$ cat src/smoke_prog_regs.vh
// Constants shared by the programming port: field positions, counts and timing.
`ifndef SMOKE_PROG_REGS_VH
`define SMOKE_PROG_REGS_VH
// ----------------------------------------------------------------------------
// Shift word and field layout
// ----------------------------------------------------------------------------
`define CFG_WORD_BITS       58
`define LIMIT_BITS          6
`define NORMAL_LIMIT_MSB    35
`define NORMAL_LIMIT_LSB    30
`define HYST_LIMIT_MSB      29
`define HYST_LIMIT_LSB      24
`define HUSH_LIMIT_MSB      23
`define HUSH_LIMIT_LSB      18
`define CHAMBER_LIMIT_MSB   17
`define CHAMBER_LIMIT_LSB   12
`define ALARM_MAX_MSB       11
`define ALARM_MAX_LSB       6
`define BASELINE_MSB        5
`define BASELINE_LSB        0
// ----------------------------------------------------------------------------
// Mode step counts and commit pulse count
// ----------------------------------------------------------------------------
`define STEP_SERIAL         5'h08
`define STEP_BASELINE       5'h09
`define STEP_NORMAL         5'h0A
`define STEP_ALARM_MAX      5'h0E
`define COMMIT_PULSES       4'hA
// ----------------------------------------------------------------------------
// Timing: clock in kHz, times in ms
// ----------------------------------------------------------------------------
`define CLK_KHZ             125000
`define CHECK_MIN_MS        2
`define CHECK_MIN_CYC       (`CHECK_MIN_MS * `CLK_KHZ)
`define SMOKE_PERIOD_MS     10750
`define CHAMBER_PERIOD_MS   43000
`define SMOKE_PERIOD_CYC    (`SMOKE_PERIOD_MS * `CLK_KHZ)
// The chamber period does not fit in 32 bits at this clock, so it is reckoned in 40.
`define CHAMBER_PERIOD_CYC  (40'h0 + `CHAMBER_PERIOD_MS * `CLK_KHZ)
`endif

$ cat src/pin_sync3.v
// Three-stage synchroniser with agreement of the last two stages.
module pin_sync3 (
    input  wire i_core_clk,
    input  wire i_sys_rst,
    input  wire i_pin,
    output reg  o_level,
    output reg  o_rise,
    output reg  o_fall
);
    reg s1_q;
    reg s2_q;
    reg s3_q;

    // The first stage feeds only the second; a change counts once stages two and three agree.
    always @(posedge i_core_clk) begin
        if (i_sys_rst) begin
            s1_q    <= 1'b0;
            s2_q    <= 1'b0;
            s3_q    <= 1'b0;
            o_level <= 1'b0;
            o_rise  <= 1'b0;
            o_fall  <= 1'b0;
        end else begin
            s1_q   <= i_pin;
            s2_q   <= s1_q;
            s3_q   <= s2_q;
            o_rise <= 1'b0;
            o_fall <= 1'b0;
            if (s2_q == s3_q && s3_q != o_level) begin
                o_level <= s3_q;
                o_rise  <= s3_q;
                o_fall  <= ~s3_q;
            end
        end
    end
endmodule

$ cat src/smoke_asic_program_port.v
// Factory programming, baseline and limit verification port of the smoke controller.
// ----------------------------------------------------------------------------
// Notes on behaviour
// - Eight mode step pulses while enabled select serial access mode.
// - In serial mode mode step is data and step clock shifts it.
// - A 58-bit shift register holds limits, baseline and options; fixture sends 58.
// - Serial mode shows shift register output on horn drive A.
// - Ten interconnect pulses, 5 ms wide, 10 ms period, commit the word.
// - After commit horn drive B flags alarm max <= normal or hysteresis >= normal.
// - Nine mode step pulses while enabled select baseline measurement mode.
// - A step clock pulse of at least 2 ms takes one baseline measurement.
// - Ten interconnect pulses with step clock low store the measured baseline.
// - Ten mode step pulses while enabled select normal limit verification.
// - Each 2 ms step clock pulse checks smoke; horn A high above limit.
// - Further steps verify hysteresis, hush, chamber, then alarm max limits.
// - Standby schedules smoke test every 10.75 s and chamber test every 43 s.
// - Normal limit bits 35:30, hysteresis 29:24, alarm max 11:6.
// ----------------------------------------------------------------------------
`include "smoke_prog_regs.vh"
module smoke_asic_program_port #(
    parameter integer SMOKE_PERIOD_CYC   = `SMOKE_PERIOD_CYC,
    parameter [39:0]  CHAMBER_PERIOD_CYC = `CHAMBER_PERIOD_CYC,
    parameter integer CHECK_MIN_CYC      = `CHECK_MIN_CYC
) (
    input  wire        i_core_clk,
    input  wire        i_sys_rst,
    input  wire        i_program_enable,
    input  wire        i_mode_step,
    input  wire        i_step_clock,
    input  wire        i_interconnect,
    input  wire [5:0]  i_detect_level,
    output reg         o_horn_drive_a,
    output reg         o_horn_drive_b,
    output reg  [57:0] o_nv_word,
    output reg         o_smoke_test_due,
    output reg         o_chamber_test_due,
    output reg         o_check_start,
    output wire [4:0]  o_step_count
);
    // ------------------------------------------------------------------------
    // Pin synchronisers
    // ------------------------------------------------------------------------
    wire en_lvl;
    wire step_lvl;
    wire step_fall;
    wire clk_lvl;
    wire clk_rise;
    wire clk_fall;
    wire ic_rise;
    wire ic_fall;

    pin_sync3 u_sync_en (.i_core_clk(i_core_clk), .i_sys_rst(i_sys_rst), .i_pin(i_program_enable),
        .o_level(en_lvl), .o_rise(), .o_fall());
    // Steps count on the falling edge, so a first data bit that rises before the
    // first shift clock is not taken for a ninth step.
    pin_sync3 u_sync_step (.i_core_clk(i_core_clk), .i_sys_rst(i_sys_rst), .i_pin(i_mode_step),
        .o_level(step_lvl), .o_rise(), .o_fall(step_fall));
    pin_sync3 u_sync_clk (.i_core_clk(i_core_clk), .i_sys_rst(i_sys_rst), .i_pin(i_step_clock),
        .o_level(clk_lvl), .o_rise(clk_rise), .o_fall(clk_fall));
    pin_sync3 u_sync_ic (.i_core_clk(i_core_clk), .i_sys_rst(i_sys_rst), .i_pin(i_interconnect),
        .o_level(), .o_rise(ic_rise), .o_fall(ic_fall));

    // Six-bit limit greater-than used by the sanity flag and checks.
    function above;
        input [5:0] a;
        input [5:0] b;
        begin
            above = (a > b);
        end
    endfunction

    // ------------------------------------------------------------------------
    // Mode step counter
    // ------------------------------------------------------------------------
    reg  [4:0]  step_cnt_q;
    reg  [57:0] shift_q;
    reg  [5:0]  baseline_q;
    reg  [3:0]  ic_cnt_q;
    reg  [31:0] hi_cnt_q;
    reg  [31:0] smoke_cnt_q;
    reg  [39:0] chamber_cnt_q;
    reg  [5:0]  limit_sel;
    reg         serial_lock_q;

    // Last count of each standby period, cut to the width of its counter.
    localparam [31:0] SMOKE_LAST   = SMOKE_PERIOD_CYC - 32'h1;
    localparam [39:0] CHAMBER_LAST = CHAMBER_PERIOD_CYC - 40'h1;

    wire serial_access_mode    = (step_cnt_q == `STEP_SERIAL);
    wire baseline_measure_mode = (step_cnt_q == `STEP_BASELINE);
    wire verify_mode = (step_cnt_q >= `STEP_NORMAL) && (step_cnt_q <= `STEP_ALARM_MAX);
    wire long_pulse  = (hi_cnt_q >= CHECK_MIN_CYC);

    assign o_step_count = step_cnt_q;

    // Count stops once the last verify mode is reached, so extra steps cannot wrap.
    // A step counts only until serial mode has locked, so eight steps may still go on to nine.
    always @(posedge i_core_clk) begin
        if (i_sys_rst || !en_lvl) begin
            step_cnt_q <= 5'h00;
        end else if (step_fall && !serial_lock_q && step_cnt_q != `STEP_ALARM_MAX) begin
            step_cnt_q <= step_cnt_q + 5'h01;
        end
    end

    // The first shift clock edge in serial mode locks it, since data now rides on the
    // mode step pin and its pulses must no longer count as steps.
    always @(posedge i_core_clk) begin
        if (i_sys_rst || !en_lvl) begin
            serial_lock_q <= 1'b0;
        end else if (serial_access_mode && clk_rise) begin
            serial_lock_q <= 1'b1;
        end
    end

    // Select the stored limit that the present verify mode checks against.
    always @* begin
        case (step_cnt_q)
            5'h0A:   limit_sel = o_nv_word[`NORMAL_LIMIT_MSB:`NORMAL_LIMIT_LSB];
            5'h0B:   limit_sel = o_nv_word[`HYST_LIMIT_MSB:`HYST_LIMIT_LSB];
            5'h0C:   limit_sel = o_nv_word[`HUSH_LIMIT_MSB:`HUSH_LIMIT_LSB];
            5'h0D:   limit_sel = o_nv_word[`CHAMBER_LIMIT_MSB:`CHAMBER_LIMIT_LSB];
            5'h0E:   limit_sel = o_nv_word[`ALARM_MAX_MSB:`ALARM_MAX_LSB];
            default: limit_sel = 6'h00;
        endcase
    end

    // ------------------------------------------------------------------------
    // Serial shift register and step clock high-time
    // ------------------------------------------------------------------------
    // Shifting happens only in serial mode; the word is not touched elsewhere.
    always @(posedge i_core_clk) begin
        if (i_sys_rst) begin
            shift_q <= 58'h0;
        end else if (serial_access_mode && clk_rise) begin
            shift_q <= {shift_q[56:0], step_lvl};
        end
    end

    // High-time counter saturates so a held clock cannot wrap past the minimum.
    always @(posedge i_core_clk) begin
        if (i_sys_rst || !clk_lvl) begin
            hi_cnt_q <= 32'h0;
        end else if (!long_pulse) begin
            hi_cnt_q <= hi_cnt_q + 32'h1;
        end
    end

    // ------------------------------------------------------------------------
    // Measurement, checks and commit
    // ------------------------------------------------------------------------
    // The falling edge of a long enough step clock pulse triggers the action.
    always @(posedge i_core_clk) begin
        if (i_sys_rst) begin
            baseline_q     <= 6'h00;
            ic_cnt_q       <= 4'h0;
            o_nv_word      <= 58'h0;
            o_horn_drive_a <= 1'b0;
            o_horn_drive_b <= 1'b0;
            o_check_start  <= 1'b0;
        end else begin
            o_check_start <= 1'b0;
            if (!en_lvl) begin
                ic_cnt_q <= 4'h0;
            end
            if (serial_access_mode) begin
                o_horn_drive_a <= shift_q[57];
            end else if (!verify_mode) begin
                o_horn_drive_a <= 1'b0;
            end
            if (baseline_measure_mode && clk_fall && long_pulse) begin
                baseline_q <= i_detect_level;
            end
            if (verify_mode && clk_fall && long_pulse) begin
                o_check_start  <= 1'b1;
                o_horn_drive_a <= above(i_detect_level, limit_sel);
            end
            // Commit pulses are counted on falling interconnect edges.
            if (en_lvl && ic_fall && (serial_access_mode || (baseline_measure_mode && !clk_lvl))) begin
                if (ic_cnt_q == `COMMIT_PULSES - 4'h1) begin
                    ic_cnt_q <= 4'h0;
                    if (serial_access_mode) begin
                        o_nv_word <= shift_q;
                        o_horn_drive_b <= !above(shift_q[`ALARM_MAX_MSB:`ALARM_MAX_LSB],
                                shift_q[`NORMAL_LIMIT_MSB:`NORMAL_LIMIT_LSB]) ||
                            !above(shift_q[`NORMAL_LIMIT_MSB:`NORMAL_LIMIT_LSB],
                                shift_q[`HYST_LIMIT_MSB:`HYST_LIMIT_LSB]);
                    end else begin
                        o_nv_word[`BASELINE_MSB:`BASELINE_LSB] <= baseline_q;
                    end
                end else begin
                    ic_cnt_q <= ic_cnt_q + 4'h1;
                end
            end
        end
    end

    // ------------------------------------------------------------------------
    // Standby test scheduler
    // ------------------------------------------------------------------------
    // Runs only outside programming so factory tests are not disturbed.
    // The chamber counter is 40 bits wide because its period overflows 32 bits.
    // Both counters restart together, so each chamber test falls on a smoke test.
    always @(posedge i_core_clk) begin
        if (i_sys_rst || en_lvl) begin
            smoke_cnt_q        <= 32'h0;
            chamber_cnt_q      <= 40'h0;
            o_smoke_test_due   <= 1'b0;
            o_chamber_test_due <= 1'b0;
        end else begin
            o_smoke_test_due   <= (smoke_cnt_q == SMOKE_LAST);
            o_chamber_test_due <= (chamber_cnt_q == CHAMBER_LAST);
            smoke_cnt_q   <= (smoke_cnt_q == SMOKE_LAST) ? 32'h0 : smoke_cnt_q + 32'h1;
            chamber_cnt_q <= (chamber_cnt_q == CHAMBER_LAST) ? 40'h0
                           : chamber_cnt_q + 40'h1;
        end
    end
endmodule

$ cat config.mk
export PLATFORM = sky130hd
export DESIGN_NAME = smoke_asic_program_port
export DESIGN_NICKNAME = d
export VERILOG_FILES = /design/src/pin_sync3.v /design/src/smoke_asic_program_port.v
export VERILOG_INCLUDE_DIRS = /design/src
export SDC_FILE = /design/constraint.sdc
export NUM_CORES = 1
export LEC_CHECK = 0
export BUFFER_PORTS_ARGS = -buffer_cell sky130_fd_sc_hd__buf_2
export CAP_MARGIN = 20
export CORE_MARGIN = 1.5
export CORE_UTILIZATION = 45
export CTS_CLUSTER_SIZE = 24
export DETAILED_ROUTE_END_ITERATION = 7
export SLEW_MARGIN = 20
export SYNTH_ARGS = -nofsm -noshare
export SYNTH_HDL_FRONTEND = slang
export SYNTH_HIERARCHICAL = 1
export SYNTH_SLANG_ARGS = --single-unit
$ cat constraint.sdc
create_clock -name i_core_clk -period 7.4 [get_ports i_core_clk]
set_input_delay 0.37 -clock i_core_clk [delete_from_list [all_inputs] [get_ports i_core_clk]]
set_output_delay 0.37 -clock i_core_clk [all_outputs]
set_load 0.01 [all_outputs]
# [Word level (Yosys, flattened, before mapping)]
# Index checks and enable logic that the tools add are counted.
[totals] regBits=261 input_bits=12 out_inout_bits=68 word_cells=114
[op_classes] add_sub_neg=5 magnitude_cmp=6 n_eq_ne=21 n_mux=9 n_bitwise=6 n_reduce_logical=32
[op_table] operator="$add A32 B1 Y32 const B" count=2
[op_table] operator="$add A40 B1 Y40 const B" count=1
[op_table] operator="$eq A40 B33 Y1 const B" count=1
[op_table] operator="$eq A5 B4 Y1 const B" count=7
[op_table] operator="$eq A32 B31 Y1 const B" count=1
[op_table] operator="$ge A32 B18 Y1 const B" count=1
[op_table] operator="$pmux W6 S5" count=1
[op_table] operator="$gt A6 B6 Y1" count=3
[op_table] operator="$logic_and A1 B1 Y1" count=15
[op_table] operator="$mux W4" count=3
[op_table] operator="$reduce_or A2 Y1" count=5
[op_table] operator="$mux W6" count=1
[op_table] operator="$not A1 Y1" count=6
[op_table] operator="$add A5 B1 Y5 const B" count=1
[op_table] operator="$ge A5 B4 Y1 const B" count=1
[op_table] operator="$le A5 B4 Y1 const B" count=1
[op_table] operator="$logic_not A1 Y1" count=5
[op_table] operator="$logic_or A1 B1 Y1" count=5
[op_table] operator="$ne A5 B4 Y1 const B" count=1
[op_table] operator="$add A4 B1 Y4 const B" count=1
[op_table] operator="$eq A1 B1 Y1" count=4
[op_table] operator="$eq A4 B4 Y1 const B" count=1
[op_table] operator="$mux W1" count=4
[op_table] operator="$ne A1 B1 Y1" count=4
[op_table] operator="4 further kinds" count=4

# [Depth between registers and ports, before layout]
[logic_depth] word_depth=5 depth_mapped=13 depth_no_buf=12

# [Hierarchy]
# Netlist, hierarchy kept.
[modules_own_cells] module="smoke_asic_program_port" n_inst=1 cells_per_inst=1218 area_per_inst_um2=10131.0 seq_area_each_um2=4824.6
[modules_own_cells] module="pin_sync3" n_inst=4 cells_per_inst=14 area_per_inst_um2=177.7 seq_area_each_um2=120.1

# [Worst setup path after synthesis]
# Ideal clock, no wire load.
[synth_path] path_kind="register -> register" from="reg step_cnt_q[0] (netlist: o_step_count[0])" to="reg o_horn_drive_a" setup_ns=0.128 arrival_ns=2.572 t_required_ns=7.272 path_slack_ns=4.701 path_stages_with_launch=14 path_buffers=1 period_less_slack_ns=2.699 cell_sequence="dfxtp_1 -> inv_1 -> ha_1 -> and3_1 -> clkbuf_1 -> a222oi_1 -> inv_1 -> a221oi_1 -> ha_1 -> a21oi_1 -> a21boi_0 -> o32ai_1 -> mux2_2 -> nor2_1"
[synth_via] elab_chain_cells=5 word_cells_on_any_way=16 cone_classes="order compare: 3; eq/ne: 7; mux: 3; reduce/logical: 3"
[synth_lines] element="start: declaration" line_no="smoke_asic_program_port.v:75" source="reg [4:0] step_cnt_q;"
[synth_lines] element="start signal: assignment" line_no="smoke_asic_program_port.v:102" source="step_cnt_q <= step_cnt_q + 5'h01;"
[synth_lines] element="branches (longest 5 deep; another with $gt A6 B6 Y1)"
[synth_lines] element="end signal: assignment" line_no="smoke_asic_program_port.v:167" source="o_horn_drive_a <= shift_q[57];"
[synth_lines] element="end signal: assignment" line_no="smoke_asic_program_port.v:176" source="o_horn_drive_a <= above(i_detect_level, limit_sel);"
[synth_lines] element="end: declaration" line_no="smoke_asic_program_port.v:32" source="output reg o_horn_drive_a,"
# Several ways; the timed one is not identified.
# A chain may end at the register's enable or synchronous reset.

# [Worst setup path in the final report]
# Ends and elaborated chain as after synthesis.

==> flow_metrics.py <==
metrics = {
    "final_layout": {
        "multi_input_area_um2": 5110,
        "synthToLayoutAreaGrowth_pct": 14.1,
        "antenna_cells": 0,
        "seq_area_um2": 5230,
        "fin_util_pct": 52.3,
        "layout-drive-gt1-share_pct": 11.5,
        "fill_cells": 2281,
        "stdcell_count": 1655,
        "finalInstanceArea_um2": 12200,
        "layout.nets": 1355,
    },
    "power": {
        "p_sw_uw": 592,
        "pwr-share-clk_pct": 48.5,
        "p_leak_nw": 4.50,
        "switching_share_pct": 21.0,
        "pwr-share-comb_pct": 1.4,
        "power_density_nw_per_um2": 231,
        "internal-power_mw": 2.23,
        "ir_drop_v": 0.000156,
        "seqPwrFrac_pct": 50.1,
        "power_mw": 2.82,
    },
    "die": {
        "design.die.area_um2": 24800,
        "core_um2": 23400,
        "start_util_pct": 45.8,
        "fp-row-count": 56,
        "fp.dieW_um": 157,
        "die_h_um": 157,
        "ios": 80,
    },
    "flow_run": {
        "drv_cap": 0,
    },
    "clocking": {
        "postCtsHoldBufs": 0,
        "cts_setup_buffers": 0,
        "clockBufferDepth": 3,
        "clk_pin_slew_ns": 0.06,
        "root_buffer": "clkbuf_16",
        "cts.sinks": 261,
        "cts_buffers": 28,
        "clock_latency_ns": 0.55,
        "htreeDepth": 1,
        "cts_tree": "built",
        "cts_resized": 0,
    },
    "timing": {
        "tightest_slew_ns": 1.03,
        "setup_tns_ns": 0,
        "rsz0062_at_grt": "no",
        "max_slew_margin_pct": 30.8,
        "finalHoldViolCount": 0,
        "finalSetupViolCount": 0,
        "worst_slack_ns": 4.43,
        "holdWs_ns": 0.0461,
        "clock.fmax_mhz": 337,
        "drv_slew": 0,
        "fin_crit_sh_pct": 40.1,
        "clock_skew_ns": 0.0219,
        "min_period_ns": 2.97,
    },
    "worst_setup_path": {
        "crit_type": "register to register",
        "worstPathArrival_ns": 3.38,
        "end_kind": "register",
        "reg2regPathDepth": 12,
        "worstPathMaxFanout": 7,
        "start_kind": "register",
        "required_ns": 7.81,
    },
    "detailed_routing": {
        "wire_per_inst_um": 14.7,
        "vias": 8597,
        "drtPass1Iterations": 5,
        "vias_per_cell": 5.19,
        "first_iter_violations": 565,
        "drc": 0,
        "postRouteAntennaNets": 0,
        "drt-total-wl_um": 24300,
    },
    "logic_synthesis": {
        "syn_inst": 1266,
        "syn_area_um2": 10700,
        "avgSynthCellArea_um2": 8.47,
        "yosys_warnings": 6,
        "synth_nets": 1306,
    },
    "place": {
        "placedCellCount": 1604,
        "dpl_cell_area_um2": 11300,
        "place_ws_ns": 4.45,
        "hpwlAfterDp_um": 16000,
        "port_buffers": 79,
        "gp_congestion": 0.826,
    },
    "global_route": {
        "overflow": 0,
        "grt_first_pass_wirelength_um": 40100,
        "antenna_found_initial": 0,
        "grt_usage_pct": 19.9,
        "grt_pass1_vias": 7963,
        "grt_max_degree": 73,
    },
    "outcome": {
        "status": "completed",
    },
    "hold_path": {
        "worstHoldPathType": "input port to register",
        "hold-path-cell-count": 2,
    },
}
[flip-flops by register name, summed over array words and instances (netlist names), 4 cells and up]
signal and count:
ic_cnt_q 4, chamber_cnt_q 40, o_step_count 5, smoke_cnt_q 32
o_nv_word 58, shift_q 58, baseline_q 6, hi_cnt_q 32
[worst paths after layout]
check                                                  start                     endpoint  slack (ns)
worst min register to register     u_sync_ic/s3_q$_SDFF_PP0_  u_sync_ic/o_fall$_SDFF_PP0_        0.44
worst max-delay path            o_step_count[0]$_SDFFE_PP0P_  o_horn_drive_a$_SDFFE_PP0P_        4.43
worst min-delay path                            i_step_clock   u_sync_clk/s1_q$_SDFF_PP0_        0.05
worst max register to register  o_step_count[0]$_SDFFE_PP0P_  o_horn_drive_a$_SDFFE_PP0P_        4.43
[cell type report]
class	count	share of cell area [%]
inverter	32	0.981
multi-input combinational	905	41.7
clock buffer	41	6.78
sequential	261	42.7
tap	319	3.26
clock inverter	10	0.746
timing repair buffer	87	3.84
[per-layer routing]
layer	track usage (%)	vias up	share of wire, %
li1	-	4408	-
met1	28.1	4024	49
met2	31.7	132	45
met3	3.25	33	4.2
met4	4.63	0	1.9
met5	0	-	0
[layout by cell type, fill, tap and decap left out, types with 6 or more instances in the layout]
master,count
nand4_1,33
nor3_1,16
mux2i_1,6
or3_1,10
nor4b_1,7
nand3_1,42
nor2_1,110
buf_4,8
and2_1,28
nor4_1,11
clkbuf_8,8
nand2_1,267
clkinv_2,6
o21ai_0,16
ha_1,28
a21oi_1,137
dfxtp_1,261
buf_2,78
a311oi_1,8
and4_1,15
clkbuf_16,28
and3_1,15
inv_1,32
a222oi_1,6
xnor2_1,24
xor2_1,48
nor2b_1,13
[worst max-delay path, stage by stage, from the launching register on]
cell and delay (ns):
dfxtp_1 0.43, inv_1 0.10, ha_1 0.25, and3_1 0.26
a222oi_1 0.36, inv_1 0.07, a221oi_1 0.27, ha_1 0.32
a21oi_1 0.14, a21boi_0 0.12, o32ai_1 0.28, mux2_2 0.19
nor2_1 0.03
[power by group through the flow]
stage	combinational, mW	clock, mW	sequential (mW)
after detailed placement	0.0394	0	1.45
after global routing	0.0441	1.46	1.42
final	0.0392	1.37	1.42
after global placement	0.0397	0	1.45
after CTS	0.0398	1.40	1.41
after floorplan	0.0256	0	1.44
Power figures use the tool's default switching activity.
